[src/cmd_pkg.sv]
package cmd_pkg;

  localparam logic [7:0] OP_SPIN_POS      = 8'h01;
  localparam logic [7:0] OP_SPIN_NEG      = 8'h02;
  localparam logic [7:0] OP_SOFT_HALT     = 8'h03;
  localparam logic [7:0] OP_HANDLER_RET   = 8'h26;
  localparam logic [7:0] OP_VAR_ARITH_LO  = 8'h28;
  localparam logic [7:0] OP_VAR_ARITH_HI  = 8'h2D;
  localparam logic [7:0] OP_GOTO_ACCU     = 8'h2E;
  localparam logic [7:0] OP_RESTART       = 8'h30;
  localparam logic [7:0] OP_DEC_BRANCH    = 8'h31;
  localparam logic [7:0] OP_SPIN_NEG_ACCU = 8'h32;
  localparam logic [7:0] OP_SPIN_POS_ACCU = 8'h33;
  localparam logic [7:0] OP_IDX_VAR_LO    = 8'h37;
  localparam logic [7:0] OP_IDX_VAR_HI    = 8'h39;
  localparam logic [7:0] OP_COND_CALL     = 8'h50;

  localparam logic [7:0] PARAM_TARGET_SPEED    = 8'h00;
  localparam logic [7:0] PARAM_TARGET_VELOCITY = 8'h02;

  localparam logic [7:0] STATUS_OK          = 8'h64;
  localparam logic [7:0] STATUS_BAD_CHKSUM  = 8'h01;
  localparam logic [7:0] STATUS_BAD_CMD     = 8'h02;
  localparam logic [7:0] STATUS_BAD_TYPE    = 8'h03;

  localparam logic [3:0] FRAME_LAST = 4'h8;
  localparam logic [3:0] IDX_INSTR  = 4'h1;
  localparam logic [3:0] IDX_TYPE   = 4'h2;
  localparam logic [3:0] IDX_MOTOR  = 4'h3;
  localparam logic [3:0] IDX_VAL_LO = 4'h4;
  localparam logic [7:0] MODULE_ADDR_RESET = 8'h01;

  typedef struct packed {
    logic [7:0]  instr;
    logic [7:0]  op_type;
    logic [7:0]  motor;
    logic [31:0] value;
  } cmd_frame_t;

  typedef struct packed {
    logic        valid;
    logic        velocity_mode;
    logic [7:0]  param;
    logic [31:0] value;
  } axis_write_t;

  typedef struct packed {
    logic [7:0]  status;
    logic [7:0]  instr;
    logic [31:0] value;
  } reply_t;

  typedef struct packed {
    logic [31:0] accu;
    logic [31:0] xreg;
    logic [3:0]  flags;
  } context_t;

  typedef enum logic [4:0] {
    ST_IDLE    = 5'b00001,
    ST_MODE    = 5'b00010,
    ST_PARAM   = 5'b00100,
    ST_REPLY   = 5'b01000,
    ST_WAIT    = 5'b10000
  } cmd_state_t;

endpackage

[src/stepper_command_interpreter.sv]
`timescale 1ns/1ps
`default_nettype none
module stepper_command_interpreter
  import cmd_pkg::*;
(
  input  wire logic                  mclk,
  input  wire logic                  reset,
  input  wire logic [7:0]            rx_byte,
  input  wire logic                  rx_valid,
  input  wire logic                  irq_request,
  input  wire cmd_pkg::context_t     live_context,
  output var  cmd_pkg::axis_write_t  axis_write,
  output var  logic                  spin_dir_negative,
  output var  cmd_pkg::reply_t       reply,
  output var  logic                  reply_valid,
  input  wire logic                  reply_ready,
  output var  logic                  ext_op_valid,
  output var  logic [7:0]            ext_op,
  output var  cmd_pkg::cmd_frame_t   ext_frame,
  output var  logic                  handler_active,
  output var  logic                  handler_enter,
  output var  cmd_pkg::context_t     saved_context,
  output var  logic                  context_restore
);
  import cmd_pkg::*;

  function automatic logic is_motion(input logic [7:0] op);
    is_motion = (op == OP_SPIN_POS) || (op == OP_SPIN_NEG) || (op == OP_SOFT_HALT);
  endfunction

  function automatic logic is_extended(input logic [7:0] op);
    is_extended = (op >= OP_VAR_ARITH_LO && op <= OP_VAR_ARITH_HI) ||
                  (op == OP_GOTO_ACCU) || (op == OP_RESTART) ||
                  (op == OP_DEC_BRANCH) || (op == OP_SPIN_NEG_ACCU) ||
                  (op == OP_SPIN_POS_ACCU) ||
                  (op >= OP_IDX_VAR_LO && op <= OP_IDX_VAR_HI) ||
                  (op == OP_COND_CALL);
  endfunction

  logic [7:0]  frame_buf [0:8];
  logic [3:0]  byte_idx;
  logic [7:0]  chk_sum;
  logic        frame_done;
  cmd_frame_t  frame;
  cmd_state_t  state;
  logic        chk_ok;
  logic        fields_ok;

  // frame capture, mod-256 sum of bytes 0..7
  always_ff @(posedge mclk or posedge reset) begin
    if (reset) begin
      byte_idx   <= 4'h0;
      chk_sum    <= 8'h00;
      frame_done <= 1'b0;
    end else begin
      frame_done <= 1'b0;
      if (rx_valid && state == ST_IDLE) begin
        if (byte_idx == FRAME_LAST) begin
          byte_idx   <= 4'h0;
          chk_sum    <= 8'h00;
          frame_done <= 1'b1;
        end else begin
          byte_idx <= byte_idx + 4'h1;
          chk_sum  <= chk_sum + rx_byte;
        end
      end
    end
  end

  // no reset: only a completed frame is ever decoded
  always_ff @(posedge mclk) begin
    if (rx_valid && state == ST_IDLE) begin
      frame_buf[byte_idx] <= rx_byte;
    end
  end

  logic [7:0] chk_final;
  always_ff @(posedge mclk or posedge reset) begin
    if (reset) begin
      chk_final <= 8'h00;
    end else if (rx_valid && state == ST_IDLE && byte_idx == FRAME_LAST) begin
      chk_final <= chk_sum;
    end
  end

  always_comb begin
    frame.instr   = frame_buf[IDX_INSTR];
    frame.op_type = frame_buf[IDX_TYPE];
    frame.motor   = frame_buf[IDX_MOTOR];
    // value sent most significant byte first
    frame.value   = {frame_buf[IDX_VAL_LO], frame_buf[IDX_VAL_LO + 4'h1],
                     frame_buf[IDX_VAL_LO + 4'h2], frame_buf[IDX_VAL_LO + 4'h3]};
    chk_ok        = (chk_final == frame_buf[FRAME_LAST]);
    fields_ok     = (frame.op_type == 8'h00) && (frame.motor == 8'h00) &&
                    (frame.instr != OP_SOFT_HALT || frame.value == 32'h0000_0000);
  end

  // sequencer: mode select always precedes parameter write
  always_ff @(posedge mclk or posedge reset) begin
    if (reset) begin
      state             <= ST_IDLE;
      axis_write        <= '0;
      spin_dir_negative <= 1'b0;
      reply             <= '0;
      reply_valid       <= 1'b0;
      ext_op_valid      <= 1'b0;
      ext_op            <= 8'h00;
      ext_frame         <= '0;
    end else begin
      axis_write.valid <= 1'b0;
      ext_op_valid     <= 1'b0;
      case (state)
        ST_IDLE: begin
          if (frame_done) begin
            reply.instr <= frame.instr;
            reply.value <= 32'h0000_0000; // value field is don't care
            if (!chk_ok) begin
              reply.status <= STATUS_BAD_CHKSUM;
              state        <= ST_REPLY;
            end else if (is_motion(frame.instr)) begin
              if (fields_ok) begin
                state <= ST_MODE;
              end else begin
                reply.status <= STATUS_BAD_TYPE;
                state        <= ST_REPLY;
              end
            end else if (is_extended(frame.instr) || frame.instr == OP_HANDLER_RET) begin
              // return opcode forwarded too, it ends the handler
              ext_op_valid <= 1'b1;
              ext_op       <= frame.instr;
              ext_frame    <= frame;
              reply.status <= STATUS_OK;
              state        <= ST_REPLY;
            end else begin
              reply.status <= STATUS_BAD_CMD;
              state        <= ST_REPLY;
            end
          end
        end
        ST_MODE: begin
          axis_write.valid         <= 1'b1;
          axis_write.velocity_mode <= 1'b1;
          axis_write.param         <= PARAM_TARGET_VELOCITY;
          axis_write.value         <= 32'h0000_0000;
          state                    <= ST_PARAM;
        end
        ST_PARAM: begin
          axis_write.valid <= 1'b1;
          if (frame.instr == OP_SOFT_HALT) begin
            axis_write.param <= PARAM_TARGET_SPEED;
            axis_write.value <= 32'h0000_0000;
          end else begin
            axis_write.param  <= PARAM_TARGET_VELOCITY;
            axis_write.value  <= frame.value;
            spin_dir_negative <= (frame.instr == OP_SPIN_NEG);
          end
          reply.status <= STATUS_OK;
          state        <= ST_REPLY;
        end
        ST_REPLY: begin
          reply_valid <= 1'b1;
          state       <= ST_WAIT;
        end
        ST_WAIT: begin
          if (reply_ready) begin
            reply_valid <= 1'b0;
            state       <= ST_IDLE;
          end
        end
        default: state <= ST_IDLE;
      endcase
    end
  end

  // single handler level: further requests ignored until return
  logic ret_seen;
  assign ret_seen = ext_op_valid && ext_op == OP_HANDLER_RET;

  always_ff @(posedge mclk or posedge reset) begin
    if (reset) begin
      handler_active  <= 1'b0;
      handler_enter   <= 1'b0;
      context_restore <= 1'b0;
      saved_context   <= '0;
    end else begin
      handler_enter   <= 1'b0;
      context_restore <= 1'b0;
      if (handler_active && ret_seen) begin
        handler_active  <= 1'b0;
        context_restore <= 1'b1;
      end else if (!handler_active && irq_request) begin
        handler_active <= 1'b1;
        handler_enter  <= 1'b1;
        saved_context  <= live_context;
      end
    end
  end

  AST_MODE_BEFORE_PARAM: assert property (@(posedge mclk) disable iff (reset)
    (state == ST_MODE) |=> axis_write.valid && axis_write.velocity_mode ##1
      axis_write.valid && reply.status == STATUS_OK)
    else $error("mode select not followed by parameter write");
  AST_HALT_ZERO: assert property (@(posedge mclk) disable iff (reset)
    (state == ST_PARAM && frame.instr == OP_SOFT_HALT) |=>
      axis_write.param == PARAM_TARGET_SPEED && axis_write.value == 32'h0000_0000)
    else $error("soft halt did not zero target speed");
  AST_SPIN_POS: assert property (@(posedge mclk) disable iff (reset)
    (state == ST_PARAM && frame.instr == OP_SPIN_POS) |=>
      !spin_dir_negative && axis_write.param == PARAM_TARGET_VELOCITY)
    else $error("positive spin wrong");
  AST_SPIN_NEG: assert property (@(posedge mclk) disable iff (reset)
    (state == ST_PARAM && frame.instr == OP_SPIN_NEG) |=> spin_dir_negative)
    else $error("negative spin wrong");
  AST_VELOCITY_VALUE: assert property (@(posedge mclk) disable iff (reset)
    (state == ST_PARAM && frame.instr != OP_SOFT_HALT) |=>
      axis_write.value == $past(frame.value))
    else $error("velocity value not passed through");
  AST_REPLY_OK: assert property (@(posedge mclk) disable iff (reset)
    (state == ST_PARAM) |-> ##2 reply_valid && reply.status == STATUS_OK)
    else $error("motion reply not ok");
  AST_EXT_DECODE: assert property (@(posedge mclk) disable iff (reset)
    (state == ST_IDLE && frame_done && chk_ok && is_extended(frame.instr)) |=>
      ext_op_valid && ext_op == $past(frame.instr))
    else $error("extended opcode not issued");
  AST_NO_NEST: assert property (@(posedge mclk) disable iff (reset)
    handler_active && !ret_seen |=> handler_active && !handler_enter)
    else $error("handler nested");
  AST_RESTORE: assert property (@(posedge mclk) disable iff (reset)
    handler_active && ret_seen |=> context_restore && !handler_active)
    else $error("context not restored");
  AST_CHECKSUM: assert property (@(posedge mclk) disable iff (reset)
    (state == ST_IDLE && frame_done && !chk_ok) |=> reply.status == STATUS_BAD_CHKSUM)
    else $error("bad checksum accepted");

  COV_SPIN: cover property (@(posedge mclk) disable iff (reset)
    state == ST_PARAM && frame.instr == OP_SPIN_POS);
  COV_HALT: cover property (@(posedge mclk) disable iff (reset)
    state == ST_PARAM && frame.instr == OP_SOFT_HALT);
  COV_EXT: cover property (@(posedge mclk) disable iff (reset) ext_op_valid);
  COV_HANDLER: cover property (@(posedge mclk) disable iff (reset)
    handler_enter ##[1:200] context_restore);

endmodule
`default_nettype wire

[config.mk]
export PLATFORM = sky130hd
export DESIGN_NAME = stepper_command_interpreter
export DESIGN_NICKNAME = d
export VERILOG_FILES = /design/src/cmd_pkg.sv /design/src/stepper_command_interpreter.sv
export SDC_FILE = /design/constraint.sdc
export NUM_CORES = 1
export LEC_CHECK = 0
export ABC_AREA = 1
export BUFFER_PORTS_ARGS = -buffer_cell sky130_fd_sc_hd__buf_2
export CAP_MARGIN = 20
export CORE_MARGIN = 2
export CORE_UTILIZATION = 56
export CTS_CLUSTER_SIZE = 25
export DETAILED_ROUTE_END_ITERATION = 10
export HOLD_SLACK_MARGIN = 0.06
export PLACE_DENSITY = 0.88
export SLEW_MARGIN = 15
export SYNTH_ARGS = -nofsm -noshare
export SYNTH_HDL_FRONTEND = slang
export SYNTH_SLANG_ARGS = --single-unit
[constraint.sdc]
create_clock -name mclk -period 10 [get_ports mclk]
set_input_delay 1 -clock mclk [delete_from_list [all_inputs] [get_ports mclk]]
set_output_delay 1 -clock mclk [all_outputs]
set_load 0.02 [all_outputs]
==> impl_summary.txt, run 1 <==
----------------------------------------------------
[Route]
  Detailed-router iteration count before antenna repair ... 5
  Via-per-instance ratio ... slightly above 5
  DRC violation count after routing ... 0
  Drt initial violations ... 586
  Final antenna-violating net count ... 0
  DRT Wirelength ... between 20 and 30 mm
  Average detailed-routed wire length per instance ... roughly 17 um
  Via Count ... 8,399

[Timing]
  Final setup violating endpoints ... 0
  Final Max Tran Viols ... 0
  Setup repair after global routing missed its margin ... no
  Worst Max-Slew Pin Slew ... 1.050 ns
  Hold Vio Cnt, Final ... 0
  Slew headroom ... between 20 and 30%
  Clock skew after layout ... approximately 0.012 ns
  Highest Clock Rate ... 0.3799 GHz
  Final setup TNS ... 0 ns
  Min cycle time layout ... around 2.6 ns
  Part of the cycle the worst path needs ... roughly a quarter

[Yosys]
  Area share of the largest cell type after synthesis ... a little under half
  Cell accounting for the most synthesized area ... sky130_fd_sc_hd__dfrtp_1
  Gate Count Post-Synth ... 1,083
  Post-synthesis instance area ... around 0.011 mm^2
  Count of different cell masters after synthesis ... 42
  Average cell area after synthesis ... between 10 and 15 um^2
  Total of flip-flops plus latches after synthesis ... 266
  Synth Warn # ... 0
  Portion of the post-synthesis area used by sequential elements ... 64.10%
  Biggest area contributors in the synthesized netlist ... sky130_fd_sc_hd__dfrtp_1 46%, sky130_fd_sc_hd__edfxtp_1 18%, sky130_fd_sc_hd__nand2_1 12%, sky130_fd_sc_hd__o21ai_0 3.8%, sky130_fd_sc_hd__buf_4 3.7%

[Min path]
  Class of the tightest hold or removal check ... reg -> reg
  Worst min-delay path startpoint ... saved_context[1]

[Finish]
  Commonest cells after routing, fill and taps aside ... 338 x sky130_fd_sc_hd__nand2_1, 269 x sky130_fd_sc_hd__buf_2, 201 x sky130_fd_sc_hd__dfrtp_1
  Antenna cells ... 0
  Area grow syn2layout ... 20.38%
  Most common library cell in the layout ignoring fill and taps ... sky130_fd_sc_hd__nand2_1
  Total Nets Final ... 1,434
  Layout cell share with drive strength beyond 1 ... 26.80%

[CTS]
  Hold Buf Count CTS ... 0
  CTS tree ... yes
  # Post-CTS Setup Buffers ... 0
  CTS-repair resized insts ... 0
  CTS root buffer ... sky130_fd_sc_hd__clkbuf_16
  H-tree levels ... 1
  Number of buffers created by CTS ... 27
  Sinks on Clock Net ... 266
  Maximum buffer depth of the clock tree ... 3
  Clock transition time at the flip-flop clock pins of the worst setup and hold paths ... roughly 0.060 ns
  Clk Latency, worst-skew pair ... between 0.5 and 0.6 ns

[Setup path]
  Critical path required time ... roughly 10 ns
  Setup slack of the worst register-to-register path ... roughly 7.4 ns
  Startpoint of the worst setup timing path ... frame_buf[1][2]
  Worst Path Class, Setup ... reg -> reg
  Critical register-to-register path startpoint ... frame_buf[1][2]
  Crit path max fanout ... 66
  Nature of the critical path endpoint ... register
  Worst EP arrival ... ~3.1 ns
  Startpoint kind of the worst setup timing path ... register

[GRT]
  Maximum number of pins on one net before global-route repair ... between 100 and 150
  Overflow left after global routing ... 0
  GR peak layer ... met2
  Met1 track utilization from global routing ... 31.45%
  Number of antenna violations at the first check in global routing ... 0
  GRT Resource Usage Total ... between 20% and 30%
  Met3 usage ... 5.098%
  Global-route wire length before repair ... 41.70 mm
  Vias in the first global route ... around 8,000
  Met2 Track Usage GR ... ~46%

[Run status]
  Run status ... completed

[Floorplan]
  Die Area ... about 0.021 mm^2
  Initial core utilization ... roughly 58%
  Chip Height ... roughly 140 um
  Core outline area ... ~0.019 mm^2
  Die width ... roughly 140 um
  I/O pin cnt ... 309
  Number of rows created at floorplan ... 50

[Power]
  Leak Pwr ... just under 7 nW
  Gate power share ... between 15 and 20%
  Part of the power in the clock network ... a little over a third
  Internal power ... ~1.9 mW
  Power density of the placed cells ... about 210 mW/mm^2
  Sequential fraction of design power ... 47.4%
  Switching power total ... 0.7929 mW
  Largest voltage drop on the vdd net ... roughly 150 uV
  PnR Total Power ... roughly 2.7 mW
  Switching fraction of total power ... 29.17%

[Place]
  Post-detail-place hpwl ... 19.66 mm
  Port buffer count ... about 270
  Routability congestion estimate ... a little under 0.9

[Flow run]
  Max-cap violation count ... 0

----------------------------------------------------
-- per-stage QoR --
stage | setup WS [ns] | area [um^2] | utilization (%) | std cells | hold WS, ns
after floorplan | 3.491 | 11040 | - | 1124 | 0.4445
after global placement | 7.237 | 12190 | 64.51 | 1567 | 0.4491
after detailed placement | 7.213 | 12190 | 64.51 | 1567 | 0.4549
after CTS | 7.381 | 13040 | 69.03 | 1617 | 0.4686
after global routing | 7.106 | 13100 | 69.36 | 1622 | 0.4871
final | 7.368 | 13100 | 69.36 | 1622 | 0.4662
-- layer usage --
metal | wire (um) | share of wire [%] | up-vias
met2 | 14280 | 51 | 391
met4 | 1235 | 4.4 | 0
met1 | 10270 | 37 | 4036
li1 | - | - | 3896
met3 | 2257 | 8.0 | 76
met5 | 0 | 0 | -
-- power by group through the flow --
stage          combinational (mW)  clock, mW  sequential (mW)
6_report                    0.470      0.960             1.29
5_1_grt                     0.525       1.02             1.30
4_1_cts                     0.471      0.976             1.29
3_5_place_dp                0.468          0             1.30
3_3_place_gp                0.448          0             1.30
2_1_floorplan               0.277          0             1.35
-- critical path, cell delays in order, from the launching register on --
cell	delay, ns
sky130_fd_sc_hd__edfxtp_1	0.43
sky130_fd_sc_hd__nor2_1	0.22
sky130_fd_sc_hd__nand3_2	0.14
sky130_fd_sc_hd__nor2_2	0.19
sky130_fd_sc_hd__nor2_1	0.07
sky130_fd_sc_hd__nand2_2	0.09
sky130_fd_sc_hd__inv_2	0.06
sky130_fd_sc_hd__nand3_4	0.30
sky130_fd_sc_hd__buf_4	0.71
sky130_fd_sc_hd__nand2_1	0.18
sky130_fd_sc_hd__o21ai_2	0.11
-- Yosys cell counts (all sizes together) --
master  count
a21oi      11
a22o        2
buf        63
clkbuf     26
clkinv      1
conb        1
dfrtp     201
dfstp       1
edfxtp     64
fa          1
ha         11
inv       100
nand2     344
nand3      57
nand3b      1
nand4      10
nor2       53
nor3       11
nor4        2
o211ai      1
o21a        1
o21ai     109
o21bai      1
o22ai       3
o41ai       1
or2         1
xnor2       5
xor2        1
-- flip-flops by register name, indices dropped and copies added, names as in the netlist, 4 cells and up --
| name | count |
|---|---|
| chk_final | 8 |
| chk_sum | 8 |
| saved_context | 68 |
| reply | 11 |
| byte_idx | 4 |
| ext_frame | 56 |
| axis_write | 35 |
| frame_buf | 64 |
| state | 5 |
-- kinds of logic (layout without fill, tap and decap cells) --
kind of cell / Yosys count / count (layout) / synth area share (%)
AO/OA/AOI/OAI: 129 / 129 / 6.828
XOR/XNOR: 6 / 6 / 0.4828
adder cells (fa/ha/maj): 12 / 12 / 1.448
buffers and inverters: 190 / 428 / 8.736
flip-flops: 266 / 266 / 64.10
other: 1 / 42 / 0.03445
AND/OR/NAND/NOR: 479 / 479 / 18.37
-- worst paths after layout --
check                                    endpoint  depth (start not counted)
min in group asynchronous       saved_context[28]                          2
worst min register to register   saved_context[1]                          2
worst max register to register       ext_frame[8]                         10
worst min-delay path             saved_context[1]                          2
worst max-delay path                 ext_frame[8]                         10
max in group asynchronous           ext_frame[51]                          3
-- cell type report --
cell class                      instances  area [um^2]
Timing Repair Buffer                  277         1439
Sequential cell                       266         6978
Tap cell                              260        325.3
Clock inverter                         11        92.59
Multi-Input combinational cell        668         3122
Fill cell                            1377         5789
Inverter                              101        386.6
Clock buffer                           39        760.7
Power figures use the tool's default switching activity.
==> run 2: changes to the inputs <==
--- a/config.mk
+++ b/config.mk
@@ -9,11 +9,11 @@
 export BUFFER_PORTS_ARGS = -buffer_cell sky130_fd_sc_hd__buf_2
 export CAP_MARGIN = 20
 export CORE_MARGIN = 2
-export CORE_UTILIZATION = 56
+export CORE_UTILIZATION = 47
 export CTS_CLUSTER_SIZE = 25
 export DETAILED_ROUTE_END_ITERATION = 10
 export HOLD_SLACK_MARGIN = 0.06
-export PLACE_DENSITY = 0.88
+export PLACE_DENSITY = 0.79
 export SLEW_MARGIN = 15
 export SYNTH_ARGS = -nofsm -noshare
 export SYNTH_HDL_FRONTEND = slang
==> constraint.sdc (replaced) <==
create_clock -name mclk -period 2.4 [get_ports mclk]
set_input_delay 0.24 -clock mclk [delete_from_list [all_inputs] [get_ports mclk]]
set_output_delay 0.24 -clock mclk [all_outputs]
set_load 0.02 [all_outputs]
==> impl_summary.txt, run 2 (synthesis gave the netlist of run 1 again) <==
----------------------------------------------------
[Run status]
  Run status ... completed (unchanged)

[Place]
  Post-detail-place hpwl ... 19.92 mm (was 19.66 mm)
  Post-Place Worst Slack ... 0.4849 ns (was 7.213 ns)
  Port buffer count ... 266 (unchanged)
  DP Area ... 0.01238 mm^2 (was 0.01219 mm^2)
  Routability congestion estimate ... 0.8841 (was 0.8721)

[Floorplan]
  Initial core utilization ... 47.93% (was 57.62%)
  Chip Height ... 156.2 um (was 143.4 um)
  Core outline area ... 0.02271 mm^2 (was 0.01889 mm^2)
  Number of rows created at floorplan ... 55 (was 50)
  Die Area ... 0.02439 mm^2 (was 0.02057 mm^2)
  I/O pin cnt ... 309 (unchanged)
  Die width ... 156.2 um (was 143.4 um)

[Finish]
  Layout cell share with drive strength beyond 1 ... 26.47% (was 26.80%)
  Area used by multi-input combinational logic ... 0.003128 mm^2 (was 0.003122 mm^2)
  Number of flip-flops under the largest register name ... 68 (unchanged)
  Largest reg by FF count ... saved_context (unchanged)
  Antenna cells ... 0 (unchanged)
  Area grow syn2layout ... 29.13% (was 20.38%)
  Largest regs ... saved_context x68, frame_buf x64, ext_frame x56 (unchanged)
  Total Nets Final ... 1,517 (was 1,434)
  Most common library cell in the layout ignoring fill and taps ... sky130_fd_sc_hd__nand2_1 (unchanged)
  Fillers ... 1,736 (was 1,377)
  Finished layout cell area ... 0.01406 mm^2 (was 0.01310 mm^2)
  Fraction of the core area covered by cells at the end of the flow ... 61.90% (was 69.36%)
  Sequential standard cell area ... 0.006978 mm^2 (unchanged)
  Commonest cells after routing, fill and taps aside ... 338 x sky130_fd_sc_hd__nand2_1, 266 x sky130_fd_sc_hd__buf_2, 201 x sky130_fd_sc_hd__dfrtp_1 (was 338 x sky130_fd_sc_hd__nand2_1, 269 x sky130_fd_sc_hd__buf_2, 201 x sky130_fd_sc_hd__dfrtp_1)

[Timing]
  Worst Max-Slew Pin Slew ... 0.7053 ns (was 1.050 ns)
  Setup repair after global routing missed its margin ... no (unchanged)
  Highest Clock Rate ... 0.5118 GHz (was 0.3799 GHz)
  Hold Vio Cnt, Final ... 0 (unchanged)
  Clock skew after layout ... 0.008601 ns (was 0.01172 ns)
  Final Max Tran Viols ... 0 (unchanged)
  Slew headroom ... 52.98% (was 29.45%)
  Final setup violating endpoints ... 0 (unchanged)
  Part of the cycle the worst path needs ... 81.41% (was 26.32%)
  Min cycle time layout ... 1.954 ns (was 2.632 ns)
  Post-route worst setup slack ... 0.4462 ns (was 7.368 ns)

[Setup path]
  Destination of the worst register-to-register timing path ... frame_buf[8][4] (was ext_frame[8])
  Critical Path Max Stage Delay ... 0.41 ns (was 0.71 ns)
  Worst R2R Path Depth ... 6 (was 10)
  Cell breakdown of the critical path ... nor2_2 -> nand4_4 -> nor2_4 -> inv_2 -> nor2_2 -> buf_4 (was nor2_1 -> nand3_2 -> nor2_2 -> nor2_1 -> nand2_2 -> inv_2 -> nand3_4 -> buf_4 -> nand2_1 -> o21ai_2)
  Startpoint of the worst setup timing path ... state[2] (was frame_buf[1][2])
  Worst Path Class, Setup ... reg -> reg (unchanged)
  Cell seen most often among critical-path stages ... sky130_fd_sc_hd__nor2_2 (was sky130_fd_sc_hd__nor2_1)
  Slowest library cell on the worst path ... sky130_fd_sc_hd__dfrtp_1 (was sky130_fd_sc_hd__buf_4)
  Startpoint kind of the worst setup timing path ... register (unchanged)
  Crit path max fanout ... 17 (was 66)
  Critical path required time ... 2.65 ns (was 10.45 ns)
  Worst EP arrival ... 2.20 ns (was 3.08 ns)
  Nature of the critical path endpoint ... register (unchanged)
  Top cell family by delay on the critical path ... simple AND/OR/NAND/NOR gates (unchanged)
  Setup slack of the worst register-to-register path ... 0.45 ns (was 7.37 ns)
  Worst path buffer plus inverter count ... 2 (unchanged)
  Levels on crit path ... 6 (was 10)
  Worst setup path endpoint ... frame_buf[8][4] (was ext_frame[8])
  Critical register-to-register path startpoint ... state[2] (was frame_buf[1][2])

[CTS]
  CTS root buffer ... sky130_fd_sc_hd__clkbuf_16 (unchanged)
  Number of buffers created by CTS ... 29 (was 27)
  Clk Latency, worst-skew pair ... 0.55 ns (was 0.54 ns)
  H-tree levels ... 1 (unchanged)
  Maximum buffer depth of the clock tree ... 3 (unchanged)
  CTS tree ... yes (unchanged)
  Sinks on Clock Net ... 266 (unchanged)
  Clock transition time at the flip-flop clock pins of the worst setup and hold paths ... 0.06 ns (about the same)

[Route]
  DRT Wirelength ... 30.85 mm (was 28.04 mm)
  Drt initial violations ... 777 (was 586)
  Final antenna-violating net count ... 0 (unchanged)
  Detailed-router iteration count before antenna repair ... 6 (was 5)
  Via-per-instance ratio ... 5.072 (was 5.178)
  Average detailed-routed wire length per instance ... 17.81 um (was 17.29 um)
  Via Count ... 8,784 (was 8,399)
  DRC violation count after routing ... 0 (unchanged)

[Min path]
  Class of the tightest hold or removal check ... in -> reg (was reg -> reg)
  Worst min-delay path startpoint ... rx_byte[7] (was saved_context[1])

[GRT]
  Vias in the first global route ... 8,570 (was 8,026)
  GRT Resource Usage Total ... 24.60% (was 26.08%)
  Number of antenna violations at the first check in global routing ... 0 (unchanged)
  Maximum number of pins on one net before global-route repair ... 78 (was 131)
  Overflow left after global routing ... 0 (unchanged)
  Global-route wire length before repair ... 46.64 mm (was 41.70 mm)

[Power]
  Leak Pwr ... 7.333 nW (was 6.948 nW)
  PnR Total Power ... 11.87 mW (was 2.718 mW)
  Power density of the placed cells ... 844.2 mW/mm^2 (was 207.4 mW/mm^2)
  Largest voltage drop on the vdd net ... 525.0 uV (was 151.7 uV)

[Flow run]
  Max-cap violation count ... 0 (unchanged)

----------------------------------------------------
run 2: cell count changes in the layout (fill, tap and decap cells not counted), sizes merged:
| cell | previous run | this run |
|---|---|---|
| dlygate4sd3 | 0 | 71 |
| clkinv | 9 | 10 |
| clkbuf | 39 | 37 |
| inv | 102 | 100 |
| bufinv | 1 | 3 |
| clkinvlp | 0 | 5 |
| buf | 277 | 287 |
run 2: layer usage:
metal	track usage [%]	wire length (um)	vias to the layer above
met5	0	0	-
met3	5.750	2614	96
met2	41.53	14820	411
met1	30.71	12000	4212
met4	9.961	1408	0
li1	-	-	4065
run 2: final cells by class:
type / count / area share, %
Clock buffer: 37 / 5.377
Clock inverter: 17 / 1.371
Tap cell: 285 / 2.537
Inverter: 101 / 2.724
Multi-Input combinational cell: 668 / 22.25
Timing Repair Buffer: 358 / 16.09
Sequential cell: 266 / 49.64
run 2: worst min path at each step:
stage,depth (start not counted),slack [ns],end
global route,1,0.07,frame_buf[1][4]
global placement,2,0.28,saved_context[17]
detailed placement,2,0.27,saved_context[17]
floorplan,0,0.34,frame_buf[1][0]
CTS,1,0.08,frame_buf[1][7]
finish,1,0.09,frame_buf[1][7]
run 2: stage by stage:
step | TNS [ns] | hold slack [ns] | instances
2_1_floorplan | -91.55 | 0.3389 | 1124
3_3_place_gp | 0 | 0.2765 | 1606
3_5_place_dp | 0 | 0.2734 | 1606
4_1_cts | 0 | 0.07800 | 1731
5_1_grt | 0 | 0.07498 | 1732
6_report | 0 | 0.09184 | 1732
run 2: timing repair:
action	CTS	global route
setup endpoints to repair	0	0
hold endpoints to repair	85	0
gates resized for setup	0	0
hold buffers	71	0
setup buffers	0	0
run 2: power by group:
part | internal, mW | switching (mW)
logic | 0.714 | 1.36
registers | 5.08 | 0.295
clock network | 2.57 | 1.84
total | 8.37 | 3.50
==> run 3: changes to the inputs <==
--- a/config.mk
+++ b/config.mk
@@ -5,15 +5,15 @@
 export SDC_FILE = /design/constraint.sdc
 export NUM_CORES = 1
 export LEC_CHECK = 0
-export ABC_AREA = 1
+export ABC_AREA = 0
 export BUFFER_PORTS_ARGS = -buffer_cell sky130_fd_sc_hd__buf_2
 export CAP_MARGIN = 20
 export CORE_MARGIN = 2
-export CORE_UTILIZATION = 47
+export CORE_UTILIZATION = 52
 export CTS_CLUSTER_SIZE = 25
 export DETAILED_ROUTE_END_ITERATION = 10
 export HOLD_SLACK_MARGIN = 0.06
-export PLACE_DENSITY = 0.79
+export PLACE_DENSITY = 0.83
 export SLEW_MARGIN = 15
 export SYNTH_ARGS = -nofsm -noshare
 export SYNTH_HDL_FRONTEND = slang
==> constraint.sdc (replaced) <==
create_clock -name mclk -period 1.8 [get_ports mclk]
set_input_delay 0.18 -clock mclk [delete_from_list [all_inputs] [get_ports mclk]]
set_output_delay 0.18 -clock mclk [all_outputs]
set_load 0.02 [all_outputs]
==> impl_summary.txt, run 3 <==
----------------------------------------------------
[Route]
  Average detailed-routed wire length per instance ... 21.95 um (was 17.81 um)
  Via-per-instance ratio ... 5.308 (was 5.072)
  DRT Wirelength ... 31.58 mm (was 30.85 mm)
  Highest layer used for signal routing ... met4 (unchanged)
  Final antenna-violating net count ... 0 (unchanged)
  Via Count ... 7,638 (was 8,784)
  Routed length on met1 ... 11.92 mm (was 12.00 mm)
  Routed met3 length ... 2.321 mm (was 2.614 mm)
  Detailed route wirelength on metal2 ... 15.99 mm (was 14.82 mm)
  Detailed-router iteration count before antenna repair ... 7 (was 6)
  DRC violation count after routing ... 0 (unchanged)
  Drt initial violations ... 324 (was 777)

[Setup path]
  Worst path buffer plus inverter count ... 1 (was 2)
  Slowest library cell on the worst path ... sky130_fd_sc_hd__or4_4 (was sky130_fd_sc_hd__dfrtp_1)
  Cell seen most often among critical-path stages ... sky130_fd_sc_hd__or4_4 (was sky130_fd_sc_hd__nor2_2)
  Critical path required time ... 2.20 ns (was 2.65 ns)
  Crit path max fanout ... 17 (unchanged)
  Nature of the critical path endpoint ... register (unchanged)
  Top cell family by delay on the critical path ... simple AND/OR/NAND/NOR gates (unchanged)
  Worst Path Class, Setup ... reg -> reg (unchanged)
  Worst EP arrival ... 2.86 ns (was 2.20 ns)
  Levels on crit path ... 6 (unchanged)
  Startpoint kind of the worst setup timing path ... register (unchanged)
  Critical Path Max Stage Delay ... 0.55 ns (was 0.41 ns)
  Worst R2R Path Depth ... 6 (unchanged)
  Cell breakdown of the critical path ... or4_4 -> or4_4 -> o31ai_4 -> and3_4 -> buf_12 -> mux2_4 (was nor2_2 -> nand4_4 -> nor2_4 -> inv_2 -> nor2_2 -> buf_4)

[Yosys]
  Dominant synthesized flop cell ... sky130_fd_sc_hd__dfrtp_1 (unchanged)
  Total of flip-flops plus latches after synthesis ... 266 (unchanged)
  Synth Warn # ... 0 (unchanged)
  Number of enable flip-flop cells after synthesis ... 64 (unchanged)
  Average cell area after synthesis ... 15.30 um^2 (was 10.05 um^2)
  Portion of the post-synthesis area used by sequential elements ... 65.53% (was 64.10%)
  Area share of the largest cell type after synthesis ... 47.24% (was 46.21%)
  Cell types with the highest counts after synthesis ... 201 x sky130_fd_sc_hd__dfrtp_1, 111 x sky130_fd_sc_hd__mux2_2, 64 x sky130_fd_sc_hd__edfxtp_1 (was 338 x sky130_fd_sc_hd__nand2_1, 201 x sky130_fd_sc_hd__dfrtp_1, 94 x sky130_fd_sc_hd__inv_1)
  Biggest area contributors in the synthesized netlist ... sky130_fd_sc_hd__dfrtp_1 47%, sky130_fd_sc_hd__edfxtp_1 18%, sky130_fd_sc_hd__mux2_2 12%, sky130_fd_sc_hd__mux2_4 4.2%, sky130_fd_sc_hd__buf_4 3.8% (was sky130_fd_sc_hd__dfrtp_1 46%, sky130_fd_sc_hd__edfxtp_1 18%, sky130_fd_sc_hd__nand2_1 12%, sky130_fd_sc_hd__o21ai_0 3.8%, sky130_fd_sc_hd__buf_4 3.7%)
  Cell accounting for the most synthesized area ... sky130_fd_sc_hd__dfrtp_1 (unchanged)
  Gate Count Post-Synth ... 696 (was 1,083)
  Share of flip-flops with an asynchronous set or reset ... 75.94% (unchanged)
  Count of different cell masters after synthesis ... 51 (was 42)
  Most frequent cell after synthesis ... sky130_fd_sc_hd__dfrtp_1 (was sky130_fd_sc_hd__nand2_1)
  Post-synthesis instance area ... 0.01065 mm^2 (was 0.01089 mm^2)

[Power]
  Internal power ... 12.06 mW (was 8.371 mW)
  Power density of the placed cells ... 1115 mW/mm^2 (was 844.2 mW/mm^2)
  Part of the power in the clock network ... 33.3% (was 37.2%)
  Gate power share ... 23.6% (was 17.5%)
  Leak Pwr ... 7.385 nW (was 7.333 nW)
  Switching power total ... 4.878 mW (was 3.496 mW)
  Largest voltage drop on the vdd net ... 1041 uV (was 525.0 uV)
  PnR Total Power ... 16.94 mW (was 11.87 mW)
  Switching fraction of total power ... 28.80% (was 29.46%)
  Sequential fraction of design power ... 43.2% (was 45.3%)

[Finish]
  Total Nets Final ... 1,241 (was 1,517)
  Commonest cells after routing, fill and taps aside ... 266 x sky130_fd_sc_hd__buf_2, 201 x sky130_fd_sc_hd__dfrtp_1, 85 x sky130_fd_sc_hd__buf_4 (was 338 x sky130_fd_sc_hd__nand2_1, 266 x sky130_fd_sc_hd__buf_2, 201 x sky130_fd_sc_hd__dfrtp_1)
  Most common library cell in the layout ignoring fill and taps ... sky130_fd_sc_hd__buf_2 (was sky130_fd_sc_hd__nand2_1)
  Largest regs ... saved_context x68, frame_buf x64, ext_frame x56 (unchanged)
  Number of flip-flops under the largest register name ... 68 (unchanged)
  Largest reg by FF count ... saved_context (unchanged)
  Area grow syn2layout ... 42.74% (was 29.13%)
  Fillers ... 1,112 (was 1,736)
  Layout cell share with drive strength beyond 1 ... 53.25% (was 26.47%)

[Timing]
  Worst Max-Slew Pin Slew ... 0.5964 ns (was 0.7053 ns)
  Slew headroom ... 59.89% (was 52.98%)
  Setup repair after global routing missed its margin ... yes (was no)
  Final Max Tran Viols ... 0 (unchanged)
  Part of the cycle the worst path needs ... 136.5% (was 81.41%)
  Final setup violating endpoints ... 188 (was 0)
  Clock skew after layout ... 0.01002 ns (was 0.008601 ns)
  Post-route worst setup slack ... -0.6568 ns (was 0.4462 ns)
  Min cycle time layout ... 2.457 ns (was 1.954 ns)
  Post-Route Hold Slack ... 0.07725 ns (was 0.09184 ns)
  Highest Clock Rate ... 0.4070 GHz (was 0.5118 GHz)
  Hold Vio Cnt, Final ... 0 (unchanged)

[GRT]
  Maximum number of pins on one net before global-route repair ... 75 (was 78)
  Vias in the first global route ... 8,056 (was 8,570)
  Overflow left after global routing ... 0 (unchanged)
  GRT Resource Usage Total ... 28.21% (was 24.60%)
  Number of antenna violations at the first check in global routing ... 1 (was 0)
  Global-route wire length before repair ... 47.05 mm (was 46.64 mm)

[Floorplan]
  Initial core utilization ... 52.79% (was 47.93%)
  Core outline area ... 0.02017 mm^2 (was 0.02271 mm^2)
  Die width ... 147.1 um (was 156.2 um)
  Chip Height ... 147.1 um (was 156.2 um)
  Number of rows created at floorplan ... 52 (was 55)
  Die Area ... 0.02164 mm^2 (was 0.02439 mm^2)
  I/O pin cnt ... 309 (unchanged)

[Place]
  Port buffer count ... 266 (unchanged)
  Post-detail-place hpwl ... 18.90 mm (was 19.92 mm)
  Routability congestion estimate ... 0.8310 (was 0.8841)

[CTS]
  Number of buffers created by CTS ... 26 (was 29)
  Clock transition time at the flip-flop clock pins of the worst setup and hold paths ... 0.06 ns (about the same)
  Clk Latency, worst-skew pair ... 0.52 ns (was 0.55 ns)
  CTS root buffer ... sky130_fd_sc_hd__clkbuf_16 (unchanged)
  CTS tree ... yes (unchanged)
  Sinks on Clock Net ... 266 (unchanged)
  Maximum buffer depth of the clock tree ... 3 (unchanged)
  H-tree levels ... 1 (unchanged)

[Run status]
  Run status ... finished with violations (was completed)
  Violated checks ... negative setup slack

[Min path]
  Hold Path Cell Cnt ... 2 (was 1)
  Class of the tightest hold or removal check ... in -> reg (unchanged)

[Flow run]
  Max-cap violation count ... 0 (unchanged)

----------------------------------------------------
## run 3: layer usage
| layer | GRT usage [%] | vias up |
|---|---|---|
| met5 | 0 | - |
| met3 | 6.615 | 93 |
| met4 | 11.30 | 0 |
| met2 | 48.62 | 337 |
| met1 | 34.56 | 3873 |
| li1 | - | 3335 |
## run 3: layout make-up
type	instances	area (um^2)	share of cell area, %
Clock buffer	35	715.7	4.709
Antenna cell	1	2.502	0.01646
Multi-Input combinational cell	386	3707	24.39
Clock inverter	13	171.4	1.128
Tap cell	270	337.8	2.223
Timing Repair inverter	1	11.26	0.07409
Timing Repair Buffer	458	3229	21.25
Inverter	9	45.04	0.2964
Sequential cell	266	6978	45.91
## run 3: power groups by stage
stage	combinational (mW)	clock [mW]	sequential [mW]
2_1_floorplan	1.68	0	7.63
3_3_place_gp	3.03	0	7.31
3_5_place_dp	3.13	0	7.34
4_1_cts	3.52	5.68	7.25
5_1_grt	4.24	5.98	7.37
6_report	3.99	5.64	7.31
## run 3: logic make-up (layout without fill, tap and decap cells)
logic type | Yosys count | after routing | synth area share, %
muxes | 141 | 141 | 15.97
and+or+nand+nor | 106 | 107 | 5.358
other | 1 | 43 | 0.03522
adders and majority gates | 12 | 12 | 1.481
AOI/OAI and AO/OA | 70 | 70 | 4.912
xor gates and xnor gates | 14 | 14 | 1.152
buffers and inverters | 86 | 516 | 5.558
DFF | 266 | 266 | 65.53
## run 3: worst register-to-register path, stage by stage, from the launching register on
cell and delay [ns]:
sky130_fd_sc_hd__edfxtp_1 0.39, sky130_fd_sc_hd__or4_4 0.55, sky130_fd_sc_hd__or4_4 0.46, sky130_fd_sc_hd__o31ai_4 0.09, sky130_fd_sc_hd__and3_4 0.31, sky130_fd_sc_hd__buf_12 0.21, sky130_fd_sc_hd__mux2_4 0.33
## run 3: timing repair
| action | in CTS | in global routing |
|---|---|---|
| gates cloned | 3 | 2 |
| hold buffers | 75 | 0 |
| resized for setup | 34 | 44 |
| endpoints found under the setup margin | 188 | 190 |
| hold endpoints to repair | 292 | 0 |
| pin swaps | 10 | 22 |
| setup buffers | 14 | 10 |
## run 3: through the flow
| stage | worst slack [ns] | TNS (ns) | util, % | cells | area (um^2) |
|---|---|---|---|---|---|
| finish | -0.6568 | -73.90 | 75.35 | 1439 | 15200 |
| global route | -0.7018 | -85.23 | 75.35 | 1439 | 15200 |
| CTS | -0.6030 | -73.81 | 73.95 | 1428 | 14920 |
| detailed placement | -0.6147 | -63.90 | 64.37 | 1288 | 12980 |
| global placement | -0.5698 | -56.76 | 64.37 | 1288 | 12980 |
| floorplan | -0.9955 | -240.84 | - | 737 | 11050 |
## run 3: path summary, 6_finish.rpt
check,slack (ns),startpoint,to
worst max-delay path,-0.66,frame_buf[1][7],ext_frame[0]
worst min-delay path,0.08,rx_byte[5],frame_buf[3][5]
worst max register to register,-0.66,frame_buf[1][7],ext_frame[0]
worst min register to register,0.47,axis_write[40],axis_write[40]
max in group asynchronous,0.86,reset,state[0]
min in group asynchronous,0.21,reset,saved_context[61]
